File: config.mk
export PLATFORM = sky130hd
export DESIGN_NAME = config_word_decoder
export DESIGN_NICKNAME = d
export VERILOG_FILES = /design/src/config_word_pkg.sv /design/src/wd_ratio_decode.sv /design/src/por_timer.sv /design/src/config_word_decoder.sv
export VERILOG_INCLUDE_DIRS = /design/src
export SDC_FILE = /design/constraint.sdc
export NUM_CORES = 1
export LEC_CHECK = 0
export ABC_AREA = 1
export BUFFER_PORTS_ARGS = -buffer_cell sky130_fd_sc_hd__buf_2
export CORE_MARGIN = 1.5
export CORE_UTILIZATION = 59
export DETAILED_ROUTE_END_ITERATION = 6
export PLACE_DENSITY_LB_ADDON = 0.2
export SETUP_SLACK_MARGIN = 0.4
export SLEW_MARGIN = 20
export SYNTH_ARGS = -nofsm -noshare
export SYNTH_HDL_FRONTEND = slang
export SYNTH_SLANG_ARGS = --single-unit
File: constraint.sdc
create_clock -name mclk -period 5.7 [get_ports mclk]
set_input_delay 1.14 -clock mclk [delete_from_list [all_inputs] [get_ports mclk]]
set_output_delay 1.14 -clock mclk [all_outputs]
set_load 0.1 [all_outputs]
File: src/config_word_consts.svh
// constants: offsets, field positions, reset values and timing counts
`ifndef CONFIG_WORD_CONSTS_SVH
`define CONFIG_WORD_CONSTS_SVH

// ***************************
// register byte offsets
// ***************************
`define CFG_WATCHDOG_OFS   12'h000
`define CFG_AUX_OFS        12'h004
`define CFG_POWER_ON_OFS   12'h008
`define CFG_GEN_OFS        12'h00C
`define CFG_STATUS_OFS     12'h010

// ***************************
// watchdog_config fields
// ***************************
`define WD_POST_LSB        0
`define WD_POST_MSB        3
`define WD_PRESCALE_BIT    4
`define WD_LOCK_WAIT_BIT   5
`define WD_WIN_DIS_BIT     6

// ***************************
// segment protect fields (aux and general)
// ***************************
`define SEG_WP_N_BIT       0
`define SEG_CP_N_BIT       1
`define SEG_KEY_LSB        2
`define SEG_KEY_MSB        3
`define SEG_KEY_OPEN       2'h0
`define SEG_KEY_CLOSED     2'h3

// ***************************
// power_on_config fields
// ***************************
`define POR_SEL_LSB        0
`define POR_SEL_MSB        2
`define POR_BROWNOUT_BIT   3
`define POR_I2C1_BIT       4
`define POR_I2C2_BIT       5

// ***************************
// status fields
// ***************************
`define ST_AUX_LOCK_BIT    0
`define ST_POR_DONE_BIT    1
`define ST_POR_BUSY_BIT    2
`define ST_LOADED_BIT      3

// ***************************
// reset values
// ***************************
`define CFG_REG_RST        8'h00
`define AUX_ERASED_VAL     8'h03

// ***************************
// watchdog ratios
// ***************************
`define WD_PRE_DIV_HI      8'h80
`define WD_PRE_DIV_LO      8'h20

// ***************************
// timing
// ***************************
`define MCLK_FREQ_KHZ      250000
`define POR_BASE_TIME_MS   2
`define POR_BASE_CYCLES    (`POR_BASE_TIME_MS * `MCLK_FREQ_KHZ)

`endif

File: src/config_word_pkg.sv
// types shared by the configuration decoder files
package config_word_pkg;

  typedef enum logic [1:0] {
    POR_IDLE,
    POR_COUNT,
    POR_DONE
  } por_state_t;

endpackage

File: src/wd_ratio_decode.sv
// registered decode of watchdog prescale and postscale ratios
`timescale 1ns/100ps
`default_nettype none
`include "config_word_consts.svh"

module wd_ratio_decode #(
  parameter int POST_W = 4
) (
  input  wire logic                  mclk,
  input  wire logic                  reset_n,
  input  wire logic                  ce,
  input  wire logic                  prescaleSel,
  input  wire logic [POST_W-1:0]     postscaleSel,
  output logic      [7:0]            prescaleDiv,
  output logic      [(1<<POST_W)-1:0] postscaleDiv
);

  logic [7:0]             prescale_next;
  logic [(1<<POST_W)-1:0] postscale_next;

  assign prescale_next = prescaleSel ? `WD_PRE_DIV_HI : `WD_PRE_DIV_LO;

  // ratio is two to the code
  for (genvar i = 0; i < (1 << POST_W); i++) begin : g_post
    assign postscale_next[i] = (postscaleSel == POST_W'(i));
  end

  always_ff @(posedge mclk or negedge reset_n) begin
    if (!reset_n) begin
      prescaleDiv  <= `WD_PRE_DIV_LO;
      postscaleDiv <= '0;
    end else if (ce) begin
      prescaleDiv  <= prescale_next;
      postscaleDiv <= postscale_next;
    end
  end

endmodule // wd_ratio_decode
`default_nettype wire

File: src/por_timer.sv
// power-on reset delay timer
`timescale 1ns/100ps
`default_nettype none
`include "config_word_consts.svh"

module por_timer #(
  parameter int unsigned BASE_CYCLES = `POR_BASE_CYCLES
) (
  input  wire logic       mclk,
  input  wire logic       reset_n,
  input  wire logic       ce,
  input  wire logic       start,
  input  wire logic [2:0] sel,
  output logic            active,
  output logic            done
);

  config_word_pkg::por_state_t state_reg;
  config_word_pkg::por_state_t state_next;
  logic [31:0]                 count_reg;
  logic [31:0]                 count_next;
  logic [31:0]                 target;
  logic                        expired;

  assign target  = (sel == 3'h0) ? 32'h0000_0000 : (32'(BASE_CYCLES) << (sel - 3'h1));
  assign expired = (count_reg + 32'h0000_0001) >= target;

  always_comb begin
    state_next = state_reg;
    count_next = count_reg;
    unique case (state_reg)
      config_word_pkg::POR_IDLE: begin
        count_next = 32'h0000_0000;
        if (start) state_next = (sel == 3'h0) ? config_word_pkg::POR_DONE : config_word_pkg::POR_COUNT;
      end
      config_word_pkg::POR_COUNT: begin
        count_next = count_reg + 32'h0000_0001;
        if (expired) state_next = config_word_pkg::POR_DONE;
      end
      config_word_pkg::POR_DONE: begin
        count_next = count_reg;
      end
    endcase
  end

  always_ff @(posedge mclk or negedge reset_n) begin
    if (!reset_n) begin
      state_reg <= config_word_pkg::POR_IDLE;
      count_reg <= 32'h0000_0000;
    end else if (ce) begin
      state_reg <= state_next;
      count_reg <= count_next;
    end
  end

  always_ff @(posedge mclk or negedge reset_n) begin
    if (!reset_n) begin
      active <= 1'b0;
      done   <= 1'b0;
    end else if (ce) begin
      active <= (state_next == config_word_pkg::POR_COUNT);
      done   <= (state_next == config_word_pkg::POR_DONE);
    end
  end

endmodule // por_timer
`default_nettype wire

File: src/config_word_decoder.sv
// configuration word decoder with apb register access
//
// Overview of operation
// - window-disable set gives non-window watchdog, clear gives window mode.
// - lock-wait set holds a switch to pll until pll lock.
// - prescale select set divides by 128, clear divides by 32.
// - postscale code n selects ratio one to two to the n.
// - por delay is 2 ms doubled per code step, zero disables.
// - brown-out detector enabled when its enable field is one.
// - second i2c port uses primary pins when its select is one.
// - first i2c port uses primary pins when its select is one.
// - key mismatch code-protects aux segment until bulk erase.
// - aux code-protect field one means not code protected.
// - aux write-protect field one means writes accepted.
// - aux register modifiable only with all protection off and keys zero.
//
// Chosen here: the APB interface to the registers and the register offsets.
`timescale 1ns/100ps
`default_nettype none
`include "config_word_consts.svh"

module config_word_decoder #(
  parameter int          ADDR_W          = 12,
  parameter int unsigned POR_BASE_CYCLES = `POR_BASE_CYCLES
) (
  input  wire logic              mclk,
  input  wire logic              reset_n,
  input  wire logic              ce,
  input  wire logic              psel,
  input  wire logic              penable,
  input  wire logic              pwrite,
  input  wire logic [ADDR_W-1:0] paddr,
  input  wire logic [31:0]       pwdata,
  input  wire logic [3:0]        pstrb,
  output logic      [31:0]       prdata,
  output logic                   pready,
  output logic                   pslverr,
  input  wire logic [7:0]        nvWatchdog,
  input  wire logic [7:0]        nvAuxProtect,
  input  wire logic [7:0]        nvPowerOn,
  input  wire logic [7:0]        nvGenProtect,
  input  wire logic              bulkErase,
  input  wire logic              clkSwitchReq,
  input  wire logic              clkSwitchToPll,
  input  wire logic              pllLocked,
  output logic                   clkSwitchGo,
  output logic                   wdWindowMode,
  output logic      [7:0]        wdPrescaleDiv,
  output logic      [15:0]       wdPostscaleDiv,
  output logic                   porTimerActive,
  output logic                   porTimerDone,
  output logic                   brownoutEnable,
  output logic                   i2c1Primary,
  output logic                   i2c2Primary,
  output logic                   auxCodeProtected,
  output logic                   auxWriteProtected,
  output logic                   auxLocked
);

  // ***************************
  // key checks: lock key match on aux only, open test shared by both segments
  // ***************************
  // required key for protect fields
  function automatic logic keyMatches(input logic [7:0] seg);
    logic [1:0] want;
    want = (seg[`SEG_WP_N_BIT] && seg[`SEG_CP_N_BIT]) ? `SEG_KEY_OPEN : `SEG_KEY_CLOSED;
    return seg[`SEG_KEY_MSB:`SEG_KEY_LSB] == want;
  endfunction

  function automatic logic segmentOpen(input logic [7:0] seg);
    return seg[`SEG_WP_N_BIT] && seg[`SEG_CP_N_BIT] &&
           (seg[`SEG_KEY_MSB:`SEG_KEY_LSB] == `SEG_KEY_OPEN);
  endfunction

  // ***************************
  // state
  // ***************************
  logic [7:0] watchdog_config_reg;
  logic [7:0] watchdog_config_next;
  logic [7:0] aux_segment_protect_reg;
  logic [7:0] aux_segment_protect_next;
  logic [7:0] power_on_config_reg;
  logic [7:0] power_on_config_next;
  logic [7:0] gen_protect_reg;
  logic [7:0] gen_protect_next;
  logic       loaded_reg;
  logic       auxLock_reg;
  logic       auxLock_next;
  logic       dataOk_reg;
  logic       dataOk_next;
  logic [31:0] prdata_reg;
  logic [31:0] prdata_next;

  // ***************************
  // apb decode
  // ***************************
  logic        setupPhase;
  logic        accessPhase;
  logic        xferDone;
  logic        hitWatchdog;
  logic        hitAux;
  logic        hitPowerOn;
  logic        hitGen;
  logic        hitStatus;
  logic        mapped;
  logic        readOnlyHit;
  logic        modifyOk;
  logic        auxDenied;
  logic        lowLane;
  logic        wrWatchdog;
  logic        wrAux;
  logic        wrPowerOn;
  logic        loadNow;
  logic [7:0]  statusVal;
  logic [7:0]  readByte;

  assign setupPhase  = psel && !penable;
  assign accessPhase = psel && penable;
  assign pready      = ce && dataOk_reg;
  assign xferDone    = accessPhase && pready;

  assign hitWatchdog = paddr == ADDR_W'(`CFG_WATCHDOG_OFS);
  assign hitAux      = paddr == ADDR_W'(`CFG_AUX_OFS);
  assign hitPowerOn  = paddr == ADDR_W'(`CFG_POWER_ON_OFS);
  assign hitGen      = paddr == ADDR_W'(`CFG_GEN_OFS);
  assign hitStatus   = paddr == ADDR_W'(`CFG_STATUS_OFS);
  assign mapped      = hitWatchdog || hitAux || hitPowerOn || hitGen || hitStatus;
  assign readOnlyHit = hitGen || hitStatus;

  assign modifyOk  = segmentOpen(aux_segment_protect_reg) && segmentOpen(gen_protect_reg) && !auxLock_reg;
  assign auxDenied = hitAux && !modifyOk;
  assign lowLane   = pstrb[0];

  assign pslverr = xferDone && (!mapped || (pwrite && (readOnlyHit || auxDenied)));

  assign wrWatchdog = xferDone && pwrite && lowLane && hitWatchdog;
  assign wrAux      = xferDone && pwrite && lowLane && hitAux && modifyOk;
  assign wrPowerOn  = xferDone && pwrite && lowLane && hitPowerOn;

  assign loadNow = !loaded_reg;

  // ***************************
  // register next values
  // ***************************
  assign watchdog_config_next = loadNow ? nvWatchdog :
                                wrWatchdog ? pwdata[7:0] : watchdog_config_reg;
  assign power_on_config_next = loadNow ? nvPowerOn :
                                wrPowerOn ? pwdata[7:0] : power_on_config_reg;
  assign gen_protect_next     = loadNow ? nvGenProtect : gen_protect_reg;
  // bulk erase leaves the aux segment open and consistent
  assign aux_segment_protect_next = loadNow ? nvAuxProtect :
                                    bulkErase ? `AUX_ERASED_VAL :
                                    wrAux ? pwdata[7:0] : aux_segment_protect_reg;

  assign auxLock_next = (auxLock_reg && !bulkErase) ||
                        !keyMatches(aux_segment_protect_next);

  assign dataOk_next = setupPhase ? 1'b1 : (xferDone ? 1'b0 : dataOk_reg);

  // ***************************
  // read mux
  // ***************************
  assign statusVal = {4'h0, loaded_reg, porTimerActive, porTimerDone, auxLock_reg};
  assign readByte  = hitWatchdog ? watchdog_config_reg :
                     hitAux      ? aux_segment_protect_reg :
                     hitPowerOn  ? power_on_config_reg :
                     hitGen      ? gen_protect_reg :
                     hitStatus   ? statusVal : 8'h00;
  assign prdata_next = setupPhase ? {24'h00_0000, readByte} : prdata_reg;
  assign prdata      = prdata_reg;

  // ***************************
  // registers
  // ***************************
  always_ff @(posedge mclk or negedge reset_n) begin
    if (!reset_n) begin
      watchdog_config_reg     <= `CFG_REG_RST;
      aux_segment_protect_reg <= `CFG_REG_RST;
      power_on_config_reg     <= `CFG_REG_RST;
      gen_protect_reg         <= `CFG_REG_RST;
    end else if (ce) begin
      watchdog_config_reg     <= watchdog_config_next;
      aux_segment_protect_reg <= aux_segment_protect_next;
      power_on_config_reg     <= power_on_config_next;
      gen_protect_reg         <= gen_protect_next;
    end
  end

  always_ff @(posedge mclk or negedge reset_n) begin
    if (!reset_n) begin
      loaded_reg  <= 1'b0;
      auxLock_reg <= 1'b0;
      dataOk_reg  <= 1'b0;
      prdata_reg  <= 32'h0000_0000;
    end else if (ce) begin
      loaded_reg  <= 1'b1;
      auxLock_reg <= auxLock_next;
      dataOk_reg  <= dataOk_next;
      prdata_reg  <= prdata_next;
    end
  end

  // ***************************
  // decoded outputs
  // ***************************
  logic por_start_reg;

  always_ff @(posedge mclk or negedge reset_n) begin
    if (!reset_n) begin
      por_start_reg     <= 1'b0;
      wdWindowMode      <= 1'b0;
      brownoutEnable    <= 1'b0;
      i2c1Primary       <= 1'b0;
      i2c2Primary       <= 1'b0;
      auxCodeProtected  <= 1'b1;
      auxWriteProtected <= 1'b1;
      auxLocked         <= 1'b0;
    end else if (ce) begin
      por_start_reg     <= loadNow;
      wdWindowMode      <= !watchdog_config_next[`WD_WIN_DIS_BIT];
      brownoutEnable    <= power_on_config_next[`POR_BROWNOUT_BIT];
      i2c1Primary       <= power_on_config_next[`POR_I2C1_BIT];
      i2c2Primary       <= power_on_config_next[`POR_I2C2_BIT];
      auxCodeProtected  <= !aux_segment_protect_next[`SEG_CP_N_BIT] || auxLock_next;
      auxWriteProtected <= !aux_segment_protect_next[`SEG_WP_N_BIT] || auxLock_next;
      auxLocked         <= auxLock_next;
    end
  end

  assign clkSwitchGo = clkSwitchReq &&
                       (!clkSwitchToPll || !watchdog_config_reg[`WD_LOCK_WAIT_BIT] || pllLocked);

  // ***************************
  // submodules
  // ***************************
  wd_ratio_decode #(
    .POST_W (4)
  ) u_wd_ratio (
    .mclk         (mclk),
    .reset_n      (reset_n),
    .ce           (ce),
    .prescaleSel  (watchdog_config_next[`WD_PRESCALE_BIT]),
    .postscaleSel (watchdog_config_next[`WD_POST_MSB:`WD_POST_LSB]),
    .prescaleDiv  (wdPrescaleDiv),
    .postscaleDiv (wdPostscaleDiv)
  );

  // timer starts once fields are loaded
  por_timer #(
    .BASE_CYCLES (POR_BASE_CYCLES)
  ) u_por_timer (
    .mclk    (mclk),
    .reset_n (reset_n),
    .ce      (ce),
    .start   (por_start_reg),
    .sel     (power_on_config_reg[`POR_SEL_MSB:`POR_SEL_LSB]),
    .active  (porTimerActive),
    .done    (porTimerDone)
  );

endmodule // config_word_decoder
`default_nettype wire

* Word level (Yosys, flattened, before mapping) *
Index checks and enable logic that the tools add are counted.
W data, S select, Z words.

word-level totals
  bits in writable memories = 0
  ROM bits = 0
  bits in registers = 110
  latch bits = 0
  bits of input ports = 90
  word-level logic and storage cells = 139
  output and inout port bits = 68
  memories = 0

operators by class
  shifts and indexed selects = 1
  divide/modulo/power cells = 0
  multiplexer cells = 22
  $add $sub $neg = 2
  magnitude comparators = 1
  multiply operators = 0
  reduce and logical (&&, ||, !) cells = 60
  eq/ne operators = 27
  bitwise operators = 2

operator list
  kind                     count
  $mux W8                  12
  $pmux W32 S2             1
  $add A32 B1 Y32 const B  1
  $eq A4 B4 Y1 const B     8
  $ge A32 B32 Y1           1
  $mux W32                 1
  $shl A19 B3 Y32 const A  1
  $eq A12 B4 Y1 const B    2
  $logic_and A1 B1 Y1      22
  $eq A4 B3 Y1 const B     4
  $reduce_and A2 Y1        7
  $eq A12 B3 Y1 const B    1
  $eq A12 B5 Y1 const B    1
  $logic_not A1 Y1         12
  $logic_not A12 Y1        1
  $logic_or A1 B1 Y1       12
  $eq A4 B2 Y1 const B     2
  $mux W2                  4
  $logic_not A2 Y1         3
  $eq A2 B1 Y1 const B     2
  $eq A2 B2 Y1 const B     2
  $eq A4 B1 Y1 const B     1
  $logic_not A4 Y1         1
  $mux W4                  1
  9 further kinds          12

* Depth between registers and ports, before layout *
  word-level depth = 15
  gate-level depth with buffers = 22

* Cells and area by module *
Synthesis repeated with hierarchy kept, for this count alone.

second synthesis, totals
  cells, all modules = 941
  area total of the unflattened synthesis = 6929.1 µm²

modules (own cells, without submodules)
  module               sequential area each (µm²)  cells an instance  times used  area each (µm²)
  por_timer            900.9                       459                1           3078.0
  config_word_decoder  1178.6                      388                1           3040.4
  wd_ratio_decode      451.7                       94                 1           810.8

* Least setup slack after synthesis *
OpenSTA, ideal clock, no wires.

  kind = input-to-output
  from = in paddr[7]
  to = out pslverr
  arrival time = 3.293 ns
  slack = 1.267 ns
  cell stages on the path = 7
  cell sequence = nor2_2 nand3_1 nor2_1 nand2_1 o21ai_0 nand2_1 a21oi_1

between the ends
  cells in the longest elaborated chain, start to end = 8
  elaborated cells on any way between the ends = 16
  classes of those cells = eq/ne: 4; reduce/logical: 12

ends and longest elaborated chain
  what                                                       RTL line                                                text
  start, declared                                            config_word_decoder.sv:32                               input wire logic [ADDR_W-1:0] paddr,
  $eq A12 B3 Y1 / $logic_not A12 Y1 (equally long branches)  config_word_decoder.sv:123, config_word_decoder.sv:122
  $logic_or A1 B1 Y1 (4 in a row)                            config_word_decoder.sv:127                              assign mapped = hitWatchdog || hitAux || hitPowerOn || hitGen || hitStatus;
  $logic_not A1 Y1                                           config_word_decoder.sv:134                              assign pslverr = xferDone && (!mapped || (pwrite && (readOnlyHit || auxDenied)));
  $logic_or A1 B1 Y1 *                                       config_word_decoder.sv:134
  $logic_and A1 B1 Y1 *                                      config_word_decoder.sv:134
  end, declared                                              config_word_decoder.sv:37                               output logic pslverr,

Every way passes the cells marked *; elsewhere a longest branch is shown, timed or not.

* Worst setup path in the final report *
Same ends and word-level chain as after synthesis.

==> results.md <==
- Via density per instance: 5.41
- Antenna violations before repair: 0
- P&R area growth vs syn: 11.2%
- Post-CTS Setup Repair Bufs: 0
- Number of hold-slack violations in the final timing report: 0
- Worst reg2reg setup slack: between 2 and 2.5 ns
- Post-cts gate resize count: 0
- Seq/Total Area, Yosys: 38.0%
- Placement-stage cell area: 0.00710 mm²
- Number of port buffers: 100
- Number of clock sinks: 100
- Iteration-0 DRC Markers: 553
- Syn Area/Cell: roughly 7 µm²
- Wire length of the first global-routing pass: 27600 µm
- FFs w/ async S/R, synth: 100%
- Power share of the sequential group: between 40% and 50%
- Primary flip-flop cell chosen by synthesis mapping: sky130_fd_sc_hd__dfrtp_1
- Leakage component of the power: around 3.9 nW
- Clock slew at the register clock pins of the worst setup and hold paths: 0.11 ns
- Critical path arrival: 2.69 ns
- Slew at the pin closest to its max-slew limit: between 0.9 and 1 ns
- Count of unique library cells instantiated by Yosys: 45
- Share of the clock period used by the worst path after layout: 67.1%
- Final count of negative-setup-slack endpoints: 0
- Hold Startpoint: u_wd_ratio.prescaleDiv[5]
- Area of the placeable core: 0.0109 mm²
- All-layer global routing usage: between 30% and 40%
- Cells after synthesis: 923
- Hold Path Sink: u_wd_ratio.prescaleDiv[5]
- I/O pin total: 158
- Syn Std Cell Area: 0.00660 mm²
- Routed wire per std cell: 14.7 µm
- Sum of overflow across all layers after global routing: 0
- Worst slack, placed: around 1.9 ns
- Max cap viols: 0
- Post-detailed-routing wire length: ~17000 µm
- Vias in the first global route: 5822
- Antenna diode count: 0
- Sw Pwr: 0.685 mW
- Startpoint of the worst register-to-register path: power_on_config_reg[0]
- Post-Route Skew: 0.0106 ns
- Sw Share: 38.9%
- Cell taking the most area after synthesis: sky130_fd_sc_hd__dfrtp_1
- Clock network latency to the later pin of the worst-skew pair: 0.41 ns
- Worst Hold Depth: 2
- Startpoint kind of the worst setup timing path: primary input
- M2 GR Usage: 50.0%
- Final HPWL from detailed placement: between 10000 and 15000 µm
- Area share of the leading cell type in the synthesized netlist: 36.8%
- Power density over the cells: 240 mW/mm²
- Worst relative slew slack: 33.8%
- CTS tree: done
- Power consumption: 1.76 mW
- Synth warn: 0
- Layout Cell Area excl Fill: between 0.007 and 0.008 mm²
- Peak Freq: 261 MHz
- Portion of total power attributed to combinational logic: about a quarter
- Clock Path Buffers: 2
- Number of routed nets with antenna violations: 0
- Max reg flops: 32
- Design internal power: approximately 1.1 mW
- H-tree Lvls: 3
- Final critical-path setup slack: about 1.9 ns
- Overall die height: 109 µm
- Data required, critical path: 4.56 ns
- Number of enable-type register cells in the synthesized netlist: 0
- Number of register bits inferred by synthesis: 100
- Pin count of the biggest net entering global routing: 54
- Setup repair after global routing missed its margin: false
- Starting Density: 60.6%
- Layer with the highest usage: met2
- Worst min-delay path class: reg2reg
- Number of remaining DRC errors: 0
- Setup total negative slack: 0 ns
- Area contributors post-synth: sky130_fd_sc_hd__dfrtp_1 37%, sky130_fd_sc_hd__nand2_1 15%, sky130_fd_sc_hd__inv_1 6.3%
- Critical path peak fanout: 4
- Number of max-slew violations in the final report: 0
- NumNets Final: between 1000 and 1500
- Relative contribution of the clock network to total power: 31.3%
- Hold Worst Slack: 0.476 ns
- Global Route met1 Usage: 40.6%
- Placer congestion estimate: 0.926
- Die width: 109 µm
- Final critical path time including I/O delays and setup: around 3.8 ns
- Endpoint of the lowest-slack register-to-register path: u_por_timer.state_reg[0]
- Via total after detailed routing: 6286
- Outcome: finished, final reports clean
- Hold buffers post-CTS: 0
- Launching instance or port of the critical path: paddr[7]
- Depth of the worst register-to-register path: 20
- Met3 track demand over resource: 6.16%
- CP Class: in2out
- Std-Cell Rows: 38
- Die area: 0.0118 mm²
- Buffer type at the clock tree root: sky130_fd_sc_hd__clkbuf_8
- Share of post-route cells with drive strength above 1: 15.4%
- Crit path capture type: primary output
- Worst supply voltage drop on vdd: 214 µV
- DRT Pass-1 Iters: 7
- Total clock buffers created by CTS: 9
## power by group through the flow
stage	clock (mW)	sequential, mW	combinational [mW]
after floorplan	0	0.882	0.250
after CTS	0.556	0.778	0.432
final	0.551	0.778	0.433
after global placement	0	0.790	0.425
after detailed placement	0	0.791	0.432
after global routing	0.586	0.782	0.463
## routing by layer
metal | wire length, µm | vias up
met4 | 381 | 0
met1 | 7150 | 2885
met3 | 1410 | 38
met2 | 8150 | 265
li1 | - | 3098
met5 | 0 | -
## critical path, cell delays in order
cell and delay (ns):
sky130_fd_sc_hd__buf_2 0.10, sky130_fd_sc_hd__nor2_2 0.16, sky130_fd_sc_hd__nand3_1 0.14, sky130_fd_sc_hd__nor2_1 0.20, sky130_fd_sc_hd__nand2_1 0.11, sky130_fd_sc_hd__o21ai_0 0.20, sky130_fd_sc_hd__nand2_1 0.07, sky130_fd_sc_hd__a21oi_1 0.13
sky130_fd_sc_hd__buf_2 0.44
## through the flow
stage	utilization [%]	instances
6_report	67.4	1161
5_1_grt	67.4	1161
4_1_cts	67.4	1161
3_5_place_dp	65.2	1145
3_3_place_gp	65.2	1145
2_1_floorplan	-	952
## Yosys cell counts, types with 2 or more instances
cell	count
sky130_fd_sc_hd__a21o_1	2
sky130_fd_sc_hd__a21oi_1	44
sky130_fd_sc_hd__a22oi_1	2
sky130_fd_sc_hd__a22oi_4	2
sky130_fd_sc_hd__a31oi_1	4
sky130_fd_sc_hd__buf_4	31
sky130_fd_sc_hd__clkbuf_1	17
sky130_fd_sc_hd__dfrtp_1	97
sky130_fd_sc_hd__dfstp_2	3
sky130_fd_sc_hd__ha_1	29
sky130_fd_sc_hd__inv_1	111
sky130_fd_sc_hd__inv_2	6
sky130_fd_sc_hd__nand2_1	269
sky130_fd_sc_hd__nand2_2	3
sky130_fd_sc_hd__nand2_4	4
sky130_fd_sc_hd__nand3_1	35
sky130_fd_sc_hd__nand4_1	14
sky130_fd_sc_hd__nor2_1	88
sky130_fd_sc_hd__nor2_2	3
sky130_fd_sc_hd__nor2_4	4
sky130_fd_sc_hd__nor3_1	8
sky130_fd_sc_hd__o211ai_1	5
sky130_fd_sc_hd__o21a_1	5
sky130_fd_sc_hd__o21ai_0	68
sky130_fd_sc_hd__o21ai_1	9
sky130_fd_sc_hd__o22ai_1	23
sky130_fd_sc_hd__or2_2	6
sky130_fd_sc_hd__xor2_1	14
## worst max-delay path by stage
stage                     slack [ns]  cells past startpoint      end
final                           1.87                      9  pslverr
after global routing            1.77                      9  pslverr
after floorplan                 1.27                      7  pslverr
after CTS                       1.92                      9  pslverr
after detailed placement        1.92                      9  pslverr
after global placement          1.94                      9  pslverr
## layout by cell type, fill, tap and decap left out, types with 2 or more instances in the layout
master                      count
sky130_fd_sc_hd__nand2_1      269
sky130_fd_sc_hd__inv_1        111
sky130_fd_sc_hd__buf_2         99
sky130_fd_sc_hd__dfrtp_1       97
sky130_fd_sc_hd__nor2_1        88
sky130_fd_sc_hd__o21ai_0       68
sky130_fd_sc_hd__a21oi_1       44
sky130_fd_sc_hd__nand3_1       35
sky130_fd_sc_hd__conb_1        30
sky130_fd_sc_hd__ha_1          29
sky130_fd_sc_hd__o22ai_1       23
sky130_fd_sc_hd__nand4_1       14
sky130_fd_sc_hd__xor2_1        14
sky130_fd_sc_hd__o21ai_1        9
sky130_fd_sc_hd__clkbuf_8       9
sky130_fd_sc_hd__nor3_1         8
sky130_fd_sc_hd__inv_2          6
sky130_fd_sc_hd__or2_2          6
sky130_fd_sc_hd__o211ai_1       5
sky130_fd_sc_hd__o21a_1         5
sky130_fd_sc_hd__inv_6          4
sky130_fd_sc_hd__nand2_4        4
sky130_fd_sc_hd__nor2_4         4
sky130_fd_sc_hd__a31oi_1        4
sky130_fd_sc_hd__nor2_2         3
sky130_fd_sc_hd__nand2_2        3
sky130_fd_sc_hd__dfstp_2        3
sky130_fd_sc_hd__buf_4          3
sky130_fd_sc_hd__a22oi_4        2
sky130_fd_sc_hd__a21o_1         2
sky130_fd_sc_hd__a22oi_1        2
sky130_fd_sc_hd__bufinv_16      2
## logic make-up (layout without fill, tap and decap cells)
group | after synthesis | after routing | share of synthesized area, %
AO/OA/AOI/OAI | 169 | 169 | 14.6
XOR/XNOR | 14 | 14 | 1.86
adder cells (fa/ha/maj) | 29 | 29 | 5.50
buffers and inverters | 168 | 237 | 11.4
flip-flops | 100 | 100 | 38.0
other | 1 | 30 | 0.0568
AND/OR/NAND/NOR | 442 | 442 | 28.6
## final cells by class
cell class,instances,area [µm²]
multi-input cells,684,3450
fillers,980,3550
inverters,119,454
flip-flops and latches,100,2510
well taps,140,175
repair buffers,102,518
clock inverters,7,114
clock buffers,9,124
Power figures use the tool's default switching activity.
